--- src/rtl/mmbc_regs.svh ---
// Constants for the minimum-mode bus control and prefetch block
`ifndef MMBC_REGS_SVH
`define MMBC_REGS_SVH

`define MMBC_QUEUE_BYTES 6
`define MMBC_FETCH_ROOM  2
`define MMBC_OPQ_DEPTH   16
`define MMBC_ADDR_W      20

`define MMBC_QS_NOP      2'h0
`define MMBC_QS_FIRST    2'h1
`define MMBC_QS_EMPTY    2'h2
`define MMBC_QS_SUB      2'h3

`endif

--- src/rtl/mmbc_pkg.sv ---
// Types shared by the bus control and prefetch block
package mmbc_pkg;

  typedef enum logic [5:0] {
    ST_IDLE = 6'h01,
    ST_T1   = 6'h02,
    ST_T2   = 6'h04,
    ST_T3   = 6'h08,
    ST_TW   = 6'h10,
    ST_T4   = 6'h20
  } mmbc_state_t;

  typedef enum logic [2:0] {
    CMD_MEM_RD = 3'h0,
    CMD_MEM_WR = 3'h1,
    CMD_IO_RD  = 3'h2,
    CMD_IO_WR  = 3'h3,
    CMD_INT_ACK_STROBE_N   = 3'h4,
    CMD_FETCH  = 3'h5
  } mmbc_cmd_t;

endpackage

--- src/rtl/mmbc_sync.sv ---
// Two-stage synchroniser for pin inputs, one chain per bit
`timescale 1ns/1ps
module mmbc_sync #(
  parameter int W = 1
) (
  input  wire logic         clk,   // System clock
  input  wire logic         reset, // Async reset, active high
  input  wire logic [W-1:0] d,     // Raw pin levels
  output logic      [W-1:0] q      // Synchronised levels
);
  logic [W-1:0] meta_r;

  generate
    for (genvar i = 0; i < W; i++) begin : g_bit
      always_ff @(posedge clk or posedge reset) begin
        if (reset) begin
          meta_r[i] <= 1'b0;
          q[i]      <= 1'b0;
        end else begin
          meta_r[i] <= d[i];
          q[i]      <= meta_r[i];
        end
      end
    end
  endgenerate
endmodule

--- src/rtl/mmbc_fifo.sv ---
// Parameterised show-ahead FIFO with valid/ready on both sides
`timescale 1ns/1ps
module mmbc_fifo #(
  parameter int W     = 8,
  parameter int DEPTH = 16
) (
  input  wire logic         clk,       // System clock
  input  wire logic         reset,     // Async reset, active high
  input  wire logic         in_valid,  // Writer offers a word
  output logic              in_ready,  // Room for a word
  input  wire logic [W-1:0] in_data,   // Word offered
  output logic              out_valid, // A word is waiting
  input  wire logic         out_ready, // Reader takes the word
  output logic      [W-1:0] out_data   // Oldest word
);
  localparam int AW = (DEPTH > 1) ? $clog2(DEPTH) : 1;

  generate
    if (DEPTH < 2 || (DEPTH & (DEPTH - 1)) != 0) begin : g_chk
      $error("mmbc_fifo: DEPTH must be a power of two, at least 2");
    end
  endgenerate

  logic [W-1:0] mem [DEPTH];
  logic [AW-1:0] wr_r, wr_nxt, rd_r, rd_nxt;
  logic [AW:0]   cnt_r, cnt_nxt;
  logic          push, pop;

  assign in_ready  = (cnt_r != DEPTH[AW:0]);
  assign out_valid = (cnt_r != '0);
  assign out_data  = mem[rd_r];

  always_comb begin
    push    = in_valid && in_ready;
    pop     = out_ready && out_valid;
    wr_nxt  = push ? wr_r + 1'b1 : wr_r;
    rd_nxt  = pop ? rd_r + 1'b1 : rd_r;
    cnt_nxt = cnt_r + {{AW{1'b0}}, push} - {{AW{1'b0}}, pop};
  end

  always_ff @(posedge clk or posedge reset) begin
    if (reset) begin
      wr_r  <= '0;
      rd_r  <= '0;
      cnt_r <= '0;
    end else begin
      wr_r  <= wr_nxt;
      rd_r  <= rd_nxt;
      cnt_r <= cnt_nxt;
    end
  end

  // Storage carries no reset; only the pointers and the count need a known value
  always_ff @(posedge clk) begin
    if (push) begin
      mem[wr_r] <= in_data;
    end
  end
endmodule

--- src/rtl/mmbc_top.sv ---
// Minimum-mode bus control and instruction prefetch front end
// Summary of operation
// Select high memory, low I/O, valid T4-to-T4; code changes select at T1 start
// Grant floats select, write, direction, enable
// Write strobe low in T2, T3, waits
// Acknowledge strobe low in T2, T3, waits
// Latch pulse high during every T1
// Latch pulse always driven, even granted
// Direction high transmit, timed like select
// Transceiver enable low on every access
// Read enable from mid-T2 to mid-T4; code enables T3 to T4 start
// Write enable from T2 start to mid-T4; code closes at T4 start
// Grant raised mid T4 or idle on request
// Outputs float when grant rises
// Drop grant; drive again on next cycle
// Hold request synchronised before use
// Prefetch queue holds at most six bytes
// Fetch word when two bytes free
// Queue is first-in-first-out, drained on demand
// First byte into empty queue shows at once
// Operand addresses relocated by bus side
// Twenty-bit byte address per access
// Queue state code reported next clock
// Four states per cycle, waits after T3
// Controls driven only in minimum mode; code drives addr_latch in both modes
`timescale 1ns/1ps
`include "mmbc_regs.svh"
module mmbc_top #(
  parameter int QB        = `MMBC_QUEUE_BYTES,
  parameter int OPQ_DEPTH = `MMBC_OPQ_DEPTH
) (
  input  wire logic        clk,              // 20 MHz clock
  input  wire logic        reset,            // Async reset, active high
  input  wire logic        config_strap,     // High selects minimum mode
  input  wire logic        hold_req,         // Alternate master request
  input  wire logic        bus_ready,        // Addressed device ready
  output logic             hold_grant,       // Bus granted away
  output logic             addr_latch,       // Address latch pulse
  output logic             mem_io_sel,       // High memory, low I/O
  output logic             mem_io_sel_oe,    // Drive enable for select
  output logic             write_strobe_n,   // Write strobe
  output logic             write_strobe_oe,  // Drive enable for write
  output logic             int_ack_strobe_n, // Acknowledge read strobe
  output logic             int_ack_oe,       // Drive enable for ack
  output logic             xcvr_direction,   // High transmit, low receive
  output logic             xcvr_dir_oe,      // Drive enable for direction
  output logic             xcvr_enable_n,    // Transceiver enable
  output logic             xcvr_enable_oe,   // Drive enable for enable
  output logic [19:0]      bus_addr,         // Byte address
  output logic             bus_addr_oe,      // Address drive enable
  output logic [15:0]      bus_data_out,     // Write data
  input  wire logic [15:0] bus_data_in,      // Read data pins
  output logic             bus_data_oe,      // Data drive enable
  output logic [1:0]       queue_state,      // Queue activity code
  input  wire logic        flush,            // Branch: empty queue
  input  wire logic [15:0] flush_seg,        // New code segment
  input  wire logic [15:0] flush_off,        // New instruction offset
  output logic [7:0]       q_byte,           // Oldest queued byte
  output logic             q_valid,          // Queue not empty
  input  wire logic        q_take,           // Execution side takes byte
  input  wire logic        q_first,          // Taken byte is an opcode
  input  wire logic        op_valid,         // Operand request offered
  output logic             op_ready,         // Request accepted
  input  wire logic [2:0]  op_cmd,           // Operation code
  input  wire logic [15:0] op_seg,           // Segment base
  input  wire logic [15:0] op_off,           // Unrelocated offset
  input  wire logic [15:0] op_wdata,         // Data to write
  output logic [15:0]      rd_data,          // Data read
  output logic             rd_valid          // Read data pulse
);
  localparam int QW  = $clog2(QB);
  localparam int CW  = $clog2(QB + 1);
  localparam int OPW = 51;

  generate
    if (QB < 2) begin : g_qb_chk
      $error("mmbc_top: QB must be at least 2");
    end
  endgenerate

  // Pin inputs after the two-flop chain
  logic [2:0]    pins_s;
  logic          hold_s;
  logic          ready_s;
  logic          min_s;

  // Bus sequencer state
  mmbc_pkg::mmbc_state_t state_r;
  mmbc_pkg::mmbc_state_t state_nxt;
  mmbc_pkg::mmbc_cmd_t   cmd_r;
  mmbc_pkg::mmbc_cmd_t   cmd_nxt;
  logic          granted_r;
  logic          granted_nxt;
  logic          drive_r;
  logic          drive_nxt;
  logic          stale_r;
  logic          stale_nxt;
  logic [19:0]   addr_r;
  logic [19:0]   addr_nxt;
  logic [15:0]   wdata_r;
  logic [15:0]   wdata_nxt;
  logic [15:0]   seg_r;
  logic [15:0]   seg_nxt;
  logic [15:0]   ip_r;
  logic [15:0]   ip_nxt;
  logic [15:0]   rdat_r;
  logic [15:0]   rdat_nxt;
  logic          rvld_r;
  logic          rvld_nxt;
  logic          starting;
  logic          fetch_ok;
  logic          done;

  // Registered pin outputs
  logic          ale_r;
  logic          ale_nxt;
  logic          sel_r;
  logic          sel_nxt;
  logic          dir_r;
  logic          dir_nxt;
  logic          wr_n_r;
  logic          wr_n_nxt;
  logic          ack_n_r;
  logic          ack_n_nxt;
  logic          en_n_r;
  logic          en_n_nxt;
  logic          oe_r;
  logic          oe_nxt;
  logic          doe_r;
  logic          doe_nxt;
  logic          wr_cyc;
  logic          mid_ph;
  logic          late_ph;

  // Prefetch queue
  logic [7:0]    qmem [QB];
  logic [QW-1:0] head_r;
  logic [QW-1:0] head_nxt;
  logic [QW-1:0] tail_r;
  logic [QW-1:0] tail_nxt;
  logic [QW-1:0] tail_p1;
  logic [CW-1:0] cnt_r;
  logic [CW-1:0] cnt_nxt;
  logic [1:0]    qs_r;
  logic [1:0]    qs_nxt;
  logic          push;
  logic          pop;
  logic [QB-1:0] wr_lo;
  logic [QB-1:0] wr_hi;

  // Operand request queue
  logic             opq_valid;
  logic             opq_pop;
  logic [OPW-1:0]   opq_data;
  mmbc_pkg::mmbc_cmd_t opq_cmd;
  logic [15:0]      opq_seg;
  logic [15:0]      opq_off;
  logic [15:0]      opq_wdata;

  function automatic logic [QW-1:0] q_inc(input logic [QW-1:0] p);
    q_inc = (p == QW'(QB - 1)) ? '0 : p + 1'b1;
  endfunction

  function automatic logic [19:0] reloc(input logic [15:0] s,
                                        input logic [15:0] o);
    reloc = {s, 4'h0} + {4'h0, o};
  endfunction

  function automatic logic is_wr(input mmbc_pkg::mmbc_cmd_t c);
    is_wr = (c == mmbc_pkg::CMD_MEM_WR) || (c == mmbc_pkg::CMD_IO_WR);
  endfunction

  function automatic logic is_mem(input mmbc_pkg::mmbc_cmd_t c);
    is_mem = (c == mmbc_pkg::CMD_MEM_RD) || (c == mmbc_pkg::CMD_MEM_WR) ||
             (c == mmbc_pkg::CMD_FETCH);
  endfunction

  // Request, ready and strap all arrive from other boards
  mmbc_sync #(
    .W (3)
  ) u_sync (
    .clk   (clk),
    .reset (reset),
    .d     ({config_strap, bus_ready, hold_req}),
    .q     (pins_s)
  );

  assign hold_s  = pins_s[0];
  assign ready_s = pins_s[1];
  assign min_s   = pins_s[2];

  mmbc_fifo #(
    .W     (OPW),
    .DEPTH (OPQ_DEPTH)
  ) u_opq (
    .clk       (clk),
    .reset     (reset),
    .in_valid  (op_valid),
    .in_ready  (op_ready),
    .in_data   ({op_cmd, op_seg, op_off, op_wdata}),
    .out_valid (opq_valid),
    .out_ready (opq_pop),
    .out_data  (opq_data)
  );

  assign opq_cmd   = mmbc_pkg::mmbc_cmd_t'(opq_data[50:48]);
  assign opq_seg   = opq_data[47:32];
  assign opq_off   = opq_data[31:16];
  assign opq_wdata = opq_data[15:0];

  // Sequencer: grant first, then operands, then prefetch
  always_comb begin
    state_nxt   = state_r;
    cmd_nxt     = cmd_r;
    granted_nxt = granted_r;
    drive_nxt   = drive_r;
    stale_nxt   = stale_r;
    addr_nxt    = addr_r;
    wdata_nxt   = wdata_r;
    seg_nxt     = seg_r;
    ip_nxt      = ip_r;
    rdat_nxt    = rdat_r;
    rvld_nxt    = 1'b0;
    opq_pop     = 1'b0;
    push        = 1'b0;
    starting    = 1'b0;
    fetch_ok    = !flush && (cnt_r <= CW'(QB - `MMBC_FETCH_ROOM));
    done        = ((state_r == mmbc_pkg::ST_T3) ||
                   (state_r == mmbc_pkg::ST_TW)) && ready_s;
    case (state_r)
      mmbc_pkg::ST_IDLE, mmbc_pkg::ST_T4: begin
        state_nxt = mmbc_pkg::ST_IDLE;
        if (granted_r) begin
          if (!hold_s) begin
            granted_nxt = 1'b0;
          end
        end else if (hold_s) begin
          granted_nxt = 1'b1;
          drive_nxt   = 1'b0;
        end else if (opq_valid) begin
          state_nxt = mmbc_pkg::ST_T1;
          cmd_nxt   = opq_cmd;
          addr_nxt  = reloc(opq_seg, opq_off);
          wdata_nxt = opq_wdata;
          opq_pop   = 1'b1;
          starting  = 1'b1;
        end else if (fetch_ok) begin
          state_nxt = mmbc_pkg::ST_T1;
          cmd_nxt   = mmbc_pkg::CMD_FETCH;
          addr_nxt  = reloc(seg_r, ip_r);
          ip_nxt    = ip_r + 16'h0002;
          stale_nxt = 1'b0;
          starting  = 1'b1;
        end
      end
      mmbc_pkg::ST_T1: begin
        state_nxt = mmbc_pkg::ST_T2;
      end
      mmbc_pkg::ST_T2: begin
        state_nxt = mmbc_pkg::ST_T3;
      end
      mmbc_pkg::ST_T3, mmbc_pkg::ST_TW: begin
        state_nxt = ready_s ? mmbc_pkg::ST_T4 : mmbc_pkg::ST_TW;
      end
      default: begin
        state_nxt = mmbc_pkg::ST_IDLE;
      end
    endcase
    // Lines are taken back only when a cycle really starts
    if (starting) begin
      drive_nxt = 1'b1;
    end
    if (done) begin
      if (cmd_r == mmbc_pkg::CMD_FETCH) begin
        push = !stale_r && !flush;
      end else if (!is_wr(cmd_r)) begin
        rdat_nxt = bus_data_in;
        rvld_nxt = 1'b1;
      end
    end
    // A fetch in flight during a flush belongs to the old stream
    if (flush) begin
      seg_nxt = flush_seg;
      ip_nxt  = flush_off;
      if (state_r != mmbc_pkg::ST_IDLE) begin
        stale_nxt = 1'b1;
      end
    end
  end

  // Queue pointers; odd start offsets are not split into a byte fetch
  always_comb begin
    pop      = q_take && (cnt_r != '0);
    tail_p1  = q_inc(tail_r);
    head_nxt = pop ? q_inc(head_r) : head_r;
    tail_nxt = push ? q_inc(tail_p1) : tail_r;
    cnt_nxt  = cnt_r + (push ? CW'(2) : CW'(0)) - (pop ? CW'(1) : CW'(0));
    qs_nxt   = `MMBC_QS_NOP;
    if (pop) begin
      qs_nxt = q_first ? `MMBC_QS_FIRST : `MMBC_QS_SUB;
    end
    if (flush) begin
      head_nxt = '0;
      tail_nxt = '0;
      cnt_nxt  = '0;
      qs_nxt   = `MMBC_QS_EMPTY;
    end
  end

  generate
    for (genvar i = 0; i < QB; i++) begin : g_entry
      assign wr_lo[i] = push && (tail_r == QW'(i));
      assign wr_hi[i] = push && (tail_p1 == QW'(i));
    end
  endgenerate

  // Storage needs no reset; the count says what is valid
  always_ff @(posedge clk) begin
    for (int i = 0; i < QB; i++) begin
      if (wr_lo[i]) begin
        qmem[i] <= bus_data_in[7:0];
      end else if (wr_hi[i]) begin
        qmem[i] <= bus_data_in[15:8];
      end
    end
  end

  // Outputs follow the next state so they change with it.
  // Whole-clock resolution: the enable opens at T3 for reads and
  // closes at T4 start, a half clock late at the start and a half clock early at the end.
  always_comb begin
    wr_cyc    = is_wr(cmd_nxt);
    mid_ph    = (state_nxt == mmbc_pkg::ST_T2) ||
                (state_nxt == mmbc_pkg::ST_T3) ||
                (state_nxt == mmbc_pkg::ST_TW);
    late_ph   = (state_nxt == mmbc_pkg::ST_T3) ||
                (state_nxt == mmbc_pkg::ST_TW);
    ale_nxt   = (state_nxt == mmbc_pkg::ST_T1);
    sel_nxt   = is_mem(cmd_nxt);
    dir_nxt   = wr_cyc;
    wr_n_nxt  = !(wr_cyc && mid_ph);
    ack_n_nxt = !((cmd_nxt == mmbc_pkg::CMD_INT_ACK_STROBE_N) && mid_ph);
    en_n_nxt  = !(wr_cyc ? mid_ph : late_ph);
    oe_nxt    = drive_nxt && min_s;
    doe_nxt   = drive_nxt && wr_cyc && mid_ph;
  end

  always_ff @(posedge clk or posedge reset) begin
    if (reset) begin
      state_r   <= mmbc_pkg::ST_IDLE;
      cmd_r     <= mmbc_pkg::CMD_FETCH;
      granted_r <= 1'b0;
      drive_r   <= 1'b1;
      stale_r   <= 1'b0;
      addr_r    <= 20'h00000;
      wdata_r   <= 16'h0000;
      seg_r     <= 16'h0000;
      ip_r      <= 16'h0000;
      rdat_r    <= 16'h0000;
      rvld_r    <= 1'b0;
      head_r    <= '0;
      tail_r    <= '0;
      cnt_r     <= '0;
      qs_r      <= `MMBC_QS_NOP;
      ale_r     <= 1'b0;
      sel_r     <= 1'b0;
      dir_r     <= 1'b0;
      wr_n_r    <= 1'b1;
      ack_n_r   <= 1'b1;
      en_n_r    <= 1'b1;
      oe_r      <= 1'b0;
      doe_r     <= 1'b0;
    end else begin
      state_r   <= state_nxt;
      cmd_r     <= cmd_nxt;
      granted_r <= granted_nxt;
      drive_r   <= drive_nxt;
      stale_r   <= stale_nxt;
      addr_r    <= addr_nxt;
      wdata_r   <= wdata_nxt;
      seg_r     <= seg_nxt;
      ip_r      <= ip_nxt;
      rdat_r    <= rdat_nxt;
      rvld_r    <= rvld_nxt;
      head_r    <= head_nxt;
      tail_r    <= tail_nxt;
      cnt_r     <= cnt_nxt;
      qs_r      <= qs_nxt;
      ale_r     <= ale_nxt;
      sel_r     <= sel_nxt;
      dir_r     <= dir_nxt;
      wr_n_r    <= wr_n_nxt;
      ack_n_r   <= ack_n_nxt;
      en_n_r    <= en_n_nxt;
      oe_r      <= oe_nxt;
      doe_r     <= doe_nxt;
    end
  end

  assign hold_grant       = granted_r;
  assign addr_latch       = ale_r;
  assign mem_io_sel       = sel_r;
  assign mem_io_sel_oe    = oe_r;
  assign write_strobe_n   = wr_n_r;
  assign write_strobe_oe  = oe_r;
  assign int_ack_strobe_n = ack_n_r;
  assign int_ack_oe       = oe_r;
  assign xcvr_direction   = dir_r;
  assign xcvr_dir_oe      = oe_r;
  assign xcvr_enable_n    = en_n_r;
  assign xcvr_enable_oe   = oe_r;
  assign bus_addr         = addr_r;
  assign bus_addr_oe      = oe_r;
  assign bus_data_out     = wdata_r;
  assign bus_data_oe      = doe_r;
  assign queue_state      = qs_r;
  assign q_byte           = qmem[head_r];
  assign q_valid          = (cnt_r != '0);
  assign rd_data          = rdat_r;
  assign rd_valid         = rvld_r;
endmodule

--- config.mk ---
export PLATFORM = sky130hd
export DESIGN_NAME = mmbc_top
export DESIGN_NICKNAME = d
export VERILOG_FILES = /design/src/rtl/mmbc_pkg.sv /design/src/rtl/mmbc_sync.sv /design/src/rtl/mmbc_fifo.sv /design/src/rtl/mmbc_top.sv
export VERILOG_INCLUDE_DIRS = /design/src /design/src/rtl
export SDC_FILE = /design/constraint.sdc
export NUM_CORES = 1
export LEC_CHECK = 0
export BUFFER_PORTS_ARGS = -buffer_cell sky130_fd_sc_hd__buf_2
export CAP_MARGIN = 20
export CORE_AREA = 2 2 287 289
export DETAILED_ROUTE_END_ITERATION = 12
export DIE_AREA = 0 0 289 291
export GPL_TIMING_DRIVEN = 0
export PLACE_DENSITY = 0.67
export SKIP_LAST_GASP = 1
export SYNTH_ARGS = -nofsm -noshare
export SYNTH_HDL_FRONTEND = slang
export SYNTH_SLANG_ARGS = --single-unit
--- constraint.sdc ---
create_clock -name clk -period 8.8 [get_ports clk]
set_input_delay 0.44 -clock clk [delete_from_list [all_inputs] [get_ports clk]]
set_output_delay 0.44 -clock clk [all_outputs]
set_load 0.02 [all_outputs]
# Word level (Yosys, flattened, before mapping)
# Memory sizes are Yosys's and may differ from the RTL's.
# Index checks and enable logic that the tools add are counted.
# Widths: inputs -> output; s select.
[totals]
mem_bits_ro = 0
latchBits = 0
register_bits = 135
n_memories = 2
mem_bits_rw = 864
[classes]
add_sub_neg = 12
bitwise = 10
n_eq_ne = 33
div_mod_pow = 0
n_lt_le_gt_ge = 1
muxes = 109
multipliers = 0
n_reduce_logical = 56
shift = 0
[memory_table]
columns = ["memory", "depth", "width", "rd", "rd_clocked_by_memory_dff", "write_ports", "line_no", "source"]
rows = [
  ["u_opq.mem", 16, 51, 1, 0, 1, "mmbc_fifo.sv:24", "logic [W-1:0] mem [DEPTH];"],
  ["qmem", 6, 8, 1, 0, 2, "mmbc_top.sv:136", "logic [7:0] qmem [QB];"],
]
[ops]
columns = ["op", "n"]
rows = [
  ["$mux 16", 6],
  ["$mux 8", 10],
  ["$mux 1", 64],
  ["$mux 3", 17],
  ["$add 20x16->20", 2],
  ["$mux 20", 2],
  ["$reduce_or 8->1", 4],
  ["$eq 3x3->1 const B", 8],
  ["$pmux 6 s4", 1],
  ["$logic_and 1x1->1", 23],
  ["$eq 3x2->1 const B", 6],
  ["$add 16x2->16 const B", 1],
  ["$mux 2", 8],
  ["$eq 3x1->1 const B", 4],
  ["$eq 6x2->1 const B", 2],
  ["$eq 6x3->1 const B", 2],
  ["$eq 6x4->1 const B", 2],
  ["$eq 6x5->1 const B", 2],
  ["$reduce_bool 2->1", 5],
  ["$add 3x1->3 const B", 3],
  ["$logic_not 3->1", 3],
  ["$add 4x1->4 const B", 2],
  ["$logic_or 1x1->1", 8],
  ["$reduce_and 4->1", 2],
  ["19 further kinds", 34],
]

# Depth between registers and ports, before layout
# Gate-level depths: netlist (run 1).
[depth]
ltp_word = 12
ltp_mapped = 18

# Modules after synthesis
# A second synthesis (run 1) with hierarchy kept.
[unflattened]
hier_cells = 2338
hier_area_um2 = 40790.4
[modules_own_cells]
columns = ["mod", "area_per_inst_um2", "n_inst", "cells_per_inst"]
rows = [
  ["mmbc_fifo", 32047.0, 1, 1555],
  ["mmbc_top", 8589.5, 1, 776],
  ["mmbc_sync", 153.9, 1, 7],
]

# Worst setup path after synthesis (run 1)
# OpenSTA, ideal clock, no wires.
[synth_path]
path_kind = "reg-to-reg"
startpoint = "register u_opq.cnt_r[2]"
endpoint = "memory u_opq.mem[0][0] (netlist bit) (enable)"
t_arrival_ns = 5.835
synth_period_minus_slack_ns = 6.421
path_stages_with_launch = 6
path_buffers = 0
path_slack_ns = 2.379
cell_sequence = "dfrtp_1 -> inv_1 -> ha_1 -> nand4_1 -> nand2_1 -> nor4_1"
[synth_between]
elab_chain_cells = 4
[synth_lines]
columns = ["item", "line_no", "source"]
rows = [
  ["start, declared", "mmbc_fifo.sv:26", "logic [AW:0] cnt_r, cnt_nxt;"],
  ["start signal, assigned", "mmbc_fifo.sv:49", "cnt_r <= cnt_nxt;"],
  ["$ne 5x5->1", "mmbc_fifo.sv:29", "assign in_ready = (cnt_r != DEPTH[AW:0]);"],
  ["net op_ready", "mmbc_top.sv:63", "output logic op_ready,"],
  ["$logic_and 1x1->1", "mmbc_fifo.sv:34", "push = in_valid && in_ready;"],
  ["$mux 1", "mmbc_fifo.sv:55", "if (push) begin"],
  ["$mux 1 (not written as such)", "mmbc_fifo.sv:56", "mem[wr_r] <= in_data;"],
  ["end, declared", "mmbc_fifo.sv:24", ""],
]
# The timed path passes the listed nets, and every way through them passes these cells.

# Worst setup path in the final report (run 1)
[layout_path]
startpoint = "register u_opq.rd_r[1]"
endpoint = "register addr_r[17] (netlist: bus_addr[17])"
[layout_between]
elab_chain_cells = 3
[layout_lines]
columns = ["item", "line_no", "source"]
rows = [
  ["start, declared", "mmbc_fifo.sv:25", "logic [AW-1:0] wr_r, wr_nxt, rd_r, rd_nxt;"],
  ["start signal, assigned", "mmbc_fifo.sv:48", "rd_r <= rd_nxt;"],
  ["$mem_v2 16x51", "n/a", ""],
  ["$add 20x16->20", "mmbc_top.sv:166", "reloc = {s, 4'h0} + {4'h0, o};"],
  ["$mux 20", "mmbc_top.sv:240", "end else if (opq_valid) begin"],
  ["end signal, assigned", "mmbc_top.sv:379", "addr_r <= addr_nxt;"],
  ["end, declared", "mmbc_top.sv:98", "logic [19:0] addr_r;"],
]
# No other way between the ends.
# A chain may end at the register's enable or synchronous reset.

==> results.toml, run 1 <==
[run_status]
outcome = "finished clean"

[critical_path]
path_cells = "clkbuf_1 -> buf_2 -> clkbuf_1 -> clkbuf_1 -> clkbuf_1 -> mux4_2 -> mux4_2 -> ha_1 -> o211ai_1 -> a21oi_1 -> o211a_1 -> o31ai_1 -> xnor2_1 -> a22oi_1 -> o21ai_0"
cp_num_buf_inv = 5
cp.required_ns = 9.32
critical_path_class = "register to register"
crit_slowest_cell = "clkbuf_1"
worstSetupEndpointType = "register"
crit_family = "buffers and inverters"
slowest_delay_ns = 0.83
cp.arrival_ns = 7.05
critPathMostFrequentCell = "clkbuf_1"
cp.depth = 15
worst-path-max-fanout = 10
worst_setup_path_start_kind = "register"
r2r_cells = 15

[synthesis]
synth_area_leaders = "edfxtp_1 (65%), mux4_2 (14%), dfrtp_1 (8.0%)"
synth_edf_count = 864
yosysMostFrequentCell = "edfxtp_1"
yosysWarnings = 0
synth_cell_type_count = 63
synth_common_cells = "edfxtp_1 (864), mux4_2 (257), dfrtp_1 (128)"
ys_ff_latch = 999
synth_area_um2 = 40200
synth_fp_nets = 2183
synth-main-ff-cell = "edfxtp_1"
ys_seq_area_share_pct = 73.0
synthCells = 2031
synth.avg_cell_area_um2 = 19.8
yosys.area.top_type = "edfxtp_1"
async_reset_ff_share_pct = 13.5
synth.top_cell.area_share_pct = 64.6

[final_layout]
stdcell_area_um2 = 47100
syn_to_final_growth_pct = 17.3
num-nets-final = 2572
utilization_pct = 58.0
fillCellCount = 5948
multi_input_area_um2 = 10300
seqCellArea_um2 = 29300
final_layout_size_suffix_gt1_share_pct = 32.2

[clocking]
h-tree-depth = 3
clock-sinks = 999
insertion_delay_ns = 0.70
clockBufferDepth = 3
cts.repair.resized = 0
path_clk_slew_ns = 0.06
cts_root_buffer = "clkbuf_16"
cts_hold_buf = 29
cts_buffers = 101
cts_tree = "built"
cts_setup_buffers = 0

[power]
p_sw_share_pct = 32.5
switching_power_uw = 5070
p_comb_share_pct = 34.3
p_per_area_nw_per_um2 = 331
clockPowerShare_pct = 27.8
cellLeakagePower_uw = 0.0162
seq_power_share_pct = 37.9
p_int_uw = 10500
ir_worst_vdd_uv = 218

[die]
start_util_pct = 49.5
die_w_um = 289
num_io_pins = 187
dieArea_um2 = 84100
die_h_um = 291
coreArea_um2 = 81200
rows = 105

[global_routing]
grt_pass1_vias = 21617
grt_overflow = 0
grt_util_all_layers_pct = 23.3
antenna_found_initial = 11
grt_pass1_wl_mm = 143
grt_max_degree = 92

[route]
dr.pass1.iters = 5
drc = 0
drt_iter0_markers = 1889
postRouteAntennaNets = 0
vias = 21159
totalWireLength_mm = 97.3
route.detailed.wl_per_inst_um = 27.2
viasPerCell = 5.91

[place]
routabilityCongestion = 0.855
port_buffers = 185
hpwl_mm = 62.6
postPlaceCellArea_um2 = 43300

[timing]
worst_pin_slew_ns = 1.08
report.final.slew_viol_count = 0
clock_skew_ns = 0.0640
hold_violations = 0
setup_viol = 0
fin_crit_sh_pct = 74.3
relSlewSlack_pct = 28.3
max_freq_mhz = 153
rsz0062_at_grt = "false"
fin_crit_ns = 6.53

[worst_hold_path]
hp-class = "input port to register"
worstHoldPathCells = 3

[flow_run]
drv_cap = 0
## state kept, by name (all words and copies together), names as in the netlist, 4 cells and up
| signal | cells |
|---|---|
| u_opq.mem | 816 |
| qmem | 48 |
| bus_addr | 20 |
| bus_data_out | 16 |
| ip_r | 16 |
| rd_data | 16 |
| seg_r | 16 |
| state_r | 6 |
| u_opq.cnt_r | 5 |
| u_opq.rd_r | 4 |
| u_opq.wr_r | 4 |
## power by group through the flow
stage / clock network, uW / registers (uW) / logic [uW]
2_1_floorplan: 0 / 6100 / 3370
3_3_place_gp: 0 / 6060 / 5050
3_5_place_dp: 0 / 6000 / 5300
4_1_cts: 4400 / 5910 / 5330
5_1_grt: 4580 / 5950 / 5730
6_report: 4340 / 5910 / 5350
## tightest hold or removal path, stage by stage
cell and delay (ns):
buf_2 0.08, nand2_1 0.06, o21ai_0 0.08
## metrics by stage
stage          worst slack (ns)  cells  hold WS (ns)  total power [uW]  TNS [ns]
2_1_floorplan              2.38   2031         0.331              9470         0
3_5_place_dp               2.47   3351         0.340             11300         0
5_1_grt                    2.14   3578        0.0422             16300         0
6_report                   2.27   3580        0.0422             15600         0
3_3_place_gp              -4.95   3286         0.342             11100   -965.95
4_1_cts                    2.42   3569       0.00660             15600         0
## worst paths after layout
path	slack [ns]	from	to
hold / removal	0.04	flush_off[11]	ip_r[11]
setup / recovery	2.27	u_opq.rd_r[1]	bus_addr[17]
hold reg to reg	0.36	u_sync.meta_r[0]	u_sync.q[0]
setup reg to reg	2.27	u_opq.rd_r[1]	bus_addr[17]
min in group asynchronous	0.36	reset	state_r[1]
max in group asynchronous	7.54	reset	u_opq.cnt_r[2]
## routing by layer
metal | vias to the layer above | wire (um) | global-route usage, %
li1 | 8974 | - | -
met5 | - | 71 | 0
met1 | 11212 | 40200 | 32.5
met3 | 135 | 6750 | 4.09
met4 | 12 | 1950 | 6.34
met2 | 826 | 48300 | 38.3
## cell type report
| type | instances | area share [%] |
|---|---|---|
| clock inverter | 54 | 1.40 |
| timing repair buffer | 286 | 4.53 |
| tap | 1070 | 2.84 |
| inverter | 34 | 0.282 |
| clock buffer | 135 | 5.81 |
| sequential | 999 | 62.3 |
| multi-input combinational | 895 | 21.9 |
| antenna | 4 | 0.0212 |
| buffer | 103 | 0.953 |
## cell families (layout without fill, tap and decap cells)
family	Yosys count	count (layout)	synth area share, %
xor+xnor	50	50	1.09
buf+inv	137	612	1.44
other cells	0	4	0
mux	358	358	17.2
flops	999	999	73.0
compound gates	143	143	2.18
fa+ha+maj	44	44	1.43
simple gates	300	300	3.62
## cell usage in the layout, fill, tap and decap left out, types with 32 or more instances in the layout
cell	netlist	final
mux4_2	257	257
nand2_1	121	121
buf_2	17	202
inv_1	33	32
buf_4	9	49
mux2_2	84	84
nor2_1	63	59
clkbuf_16	0	101
ha_1	41	41
edfxtp_1	864	864
dfrtp_1	128	128
o21ai_0	48	48
a21oi_1	34	34
clkbuf_1	53	79
(Power assumes the default switching activity.)
==> run 2: changes to the inputs <==
==> constraint.sdc (replaced) <==
create_clock -name clk -period 6.4 [get_ports clk]
set_input_delay 0.32 -clock clk [delete_from_list [all_inputs] [get_ports clk]]
set_output_delay 0.32 -clock clk [all_outputs]
set_load 0.02 [all_outputs]
==> run 2 against run 1 <==
Sequential cell count unchanged. Register-to-register slack worse by 2.1 ns. Clock skew down 0.00071 ns. Fmax up 5.0%. First-iteration DRC count up 6.5%. Die area unchanged. Cell count up 1.4%. Non-clock buffer count up 53. Combinational power up 38%. Power up 38%. Critical path depth unchanged. Via count up 1.1%. Critical path type unchanged. Critical endpoint is now bus_addr[19]. Highest routed layer unchanged.
==> results.toml, run 2 (synthesis gave the netlist of run 1 again) <==
[timing]
hold_slack_ns = 0.0288
fin_crit_ns = 6.22
fin_ws_ns = 0.176
setup_viol = 0
hold_violations = 0
relSlewSlack_pct = 27.0
report.final.slew_viol_count = 0
clock_skew_ns = 0.0633
worst_pin_slew_ns = 1.09
max_freq_mhz = 161
rsz0062_at_grt = "false"
fin_crit_sh_pct = 97.3

[clocking]
insertion_delay_ns = 0.70
clock-sinks = 999
clockBufferDepth = 3
path_clk_slew_ns = 0.06
cts_tree = "built"
h-tree-depth = 3
cts_buffers = 101
cts_setup_buffers = 0
cts_root_buffer = "clkbuf_16"

[critical_path]
worst_setup_path_start_kind = "register"
crit_family = "buffers and inverters"
cp.required_ns = 6.93
r2r_slack_ns = 0.18
critPathMostFrequentCell = "clkbuf_1"
crit_slowest_cell = "clkbuf_1"
slowest_delay_ns = 0.77
critical_path_class = "register to register"
cp_num_buf_inv = 5
worst-path-max-fanout = 10
worstSetupEndpointType = "register"
cp.arrival_ns = 6.75
path_cells = "clkbuf_1 -> buf_2 -> clkbuf_1 -> clkbuf_1 -> clkbuf_1 -> mux4_2 -> mux4_2 -> ha_1 -> o211ai_1 -> a21oi_1 -> o211a_1 -> nor3_1 -> nor3b_1 -> xnor2_1 -> o221ai_1"

[final_layout]
final_cell_mix = "edfxtp_1 (864), mux4_2 (257), buf_2 (202)"
mostFrequentLayoutCell = "edfxtp_1"
seqCellArea_um2 = 29300
diodes = 0
syn_to_final_growth_pct = 18.6
fillCellCount = 5901
utilization_pct = 58.7
top_register = "u_opq.mem"
multi_input_area_um2 = 10300
final_layout_size_suffix_gt1_share_pct = 31.7
num-nets-final = 2625
largest_reg_flops = 816

[route]
totalWireLength_mm = 97.5
postRouteAntennaNets = 0
viasPerCell = 5.89
route.detailed.wl_per_inst_um = 26.9
vias = 21391
dr.pass1.iters = 5
drt_iter0_markers = 2011
drc = 0

[power]
p_sw_share_pct = 32.5
cellLeakagePower_uw = 0.0164
p_comb_share_pct = 34.4
p_per_area_nw_per_um2 = 451
seq_power_share_pct = 37.8
clockPowerShare_pct = 27.8
p_int_uw = 14500
switching_power_uw = 6970
ir_worst_vdd_uv = 300

[global_routing]
grt_util_all_layers_pct = 23.4
grt_pass1_vias = 21921
grt_overflow = 0
antenna_found_initial = 7
grt_pass1_wl_mm = 143
grt_max_degree = 92

[place]
hpwl_mm = 62.6
routabilityCongestion = 0.855
port_buffers = 185
dpl_worst_slack_ns = 0.0668

[die]
dieArea_um2 = 84100
coreArea_um2 = 81200
rows = 105
num_io_pins = 187
die_w_um = 289
die_h_um = 291
start_util_pct = 49.5

[flow_run]
drv_cap = 0

[worst_hold_path]
hp-class = "input port to register"

[run_status]
outcome = "finished clean"
==> run 2: cell types whose count changed in the layout (fill, tap and decap cells not counted), sizes merged <==
cell / before / now
dlygate4sd3: 29 / 82
diode: 4 / 0
==> run 2: through the flow <==
| stage | TNS [ns] | instances | power [uW] | cell area (um^2) |
|---|---|---|---|---|
| 2_1_floorplan | -4.24 | 2031 | 13000 | 40200 |
| 3_3_place_gp | -1575.64 | 3286 | 15300 | 42400 |
| 3_5_place_dp | 0 | 3351 | 15500 | 43300 |
| 4_1_cts | 0 | 3622 | 21500 | 47500 |
| 5_1_grt | 0 | 3629 | 22400 | 47600 |
| 6_report | 0 | 3629 | 21500 | 47600 |
==> run 2: per-layer routing <==
metal  vias to the layer above  wire [um]  global-route usage [%]
li1                       9075          -                       -
met1                     11269      40200                    32.6
met2                       897      48500                    38.7
met3                       138       6790                    3.86
met4                        12       1880                    6.02
met5                         -         75                       0
==> run 2: final cells by class <==
class | count | share of cell area, %
Buffer | 103 | 0.948
Clock inverter | 54 | 1.38
Multi-Input combinational cell | 895 | 21.7
Timing Repair Buffer | 339 | 5.60
Sequential cell | 999 | 61.6
Tap cell | 1070 | 2.81
Inverter | 34 | 0.278
Clock buffer | 135 | 5.74
==> run 2: final timing paths <==
kind                                  start                end  cells past startpoint
min reg2reg                u_sync.meta_r[0]        u_sync.q[0]                      0
max reg2reg                   u_opq.rd_r[1]       bus_addr[19]                     15
min in group asynchronous             reset    bus_data_out[5]                      3
min                               op_seg[7]  u_opq.mem[15][39]                      1
max                           u_opq.rd_r[1]       bus_addr[19]                     15
max in group asynchronous             reset     u_opq.cnt_r[2]                      4
==> run 2: power by group through the flow <==
stage | registers (uW) | clock network (uW) | logic, uW
3_5_place_dp | 8250 | 0 | 7280
4_1_cts | 8130 | 6050 | 7360
5_1_grt | 8180 | 6290 | 7910
3_3_place_gp | 8330 | 0 | 6940
6_report | 8130 | 5960 | 7390
2_1_floorplan | 8380 | 0 | 4630
==> run 2: what timing repair did <==
item                                   in CTS  in global routing
resized for setup                           0                  6
setup endpoints to repair                   0                  6
hold buffers                               82                  0
endpoints found under the hold margin     562                  0
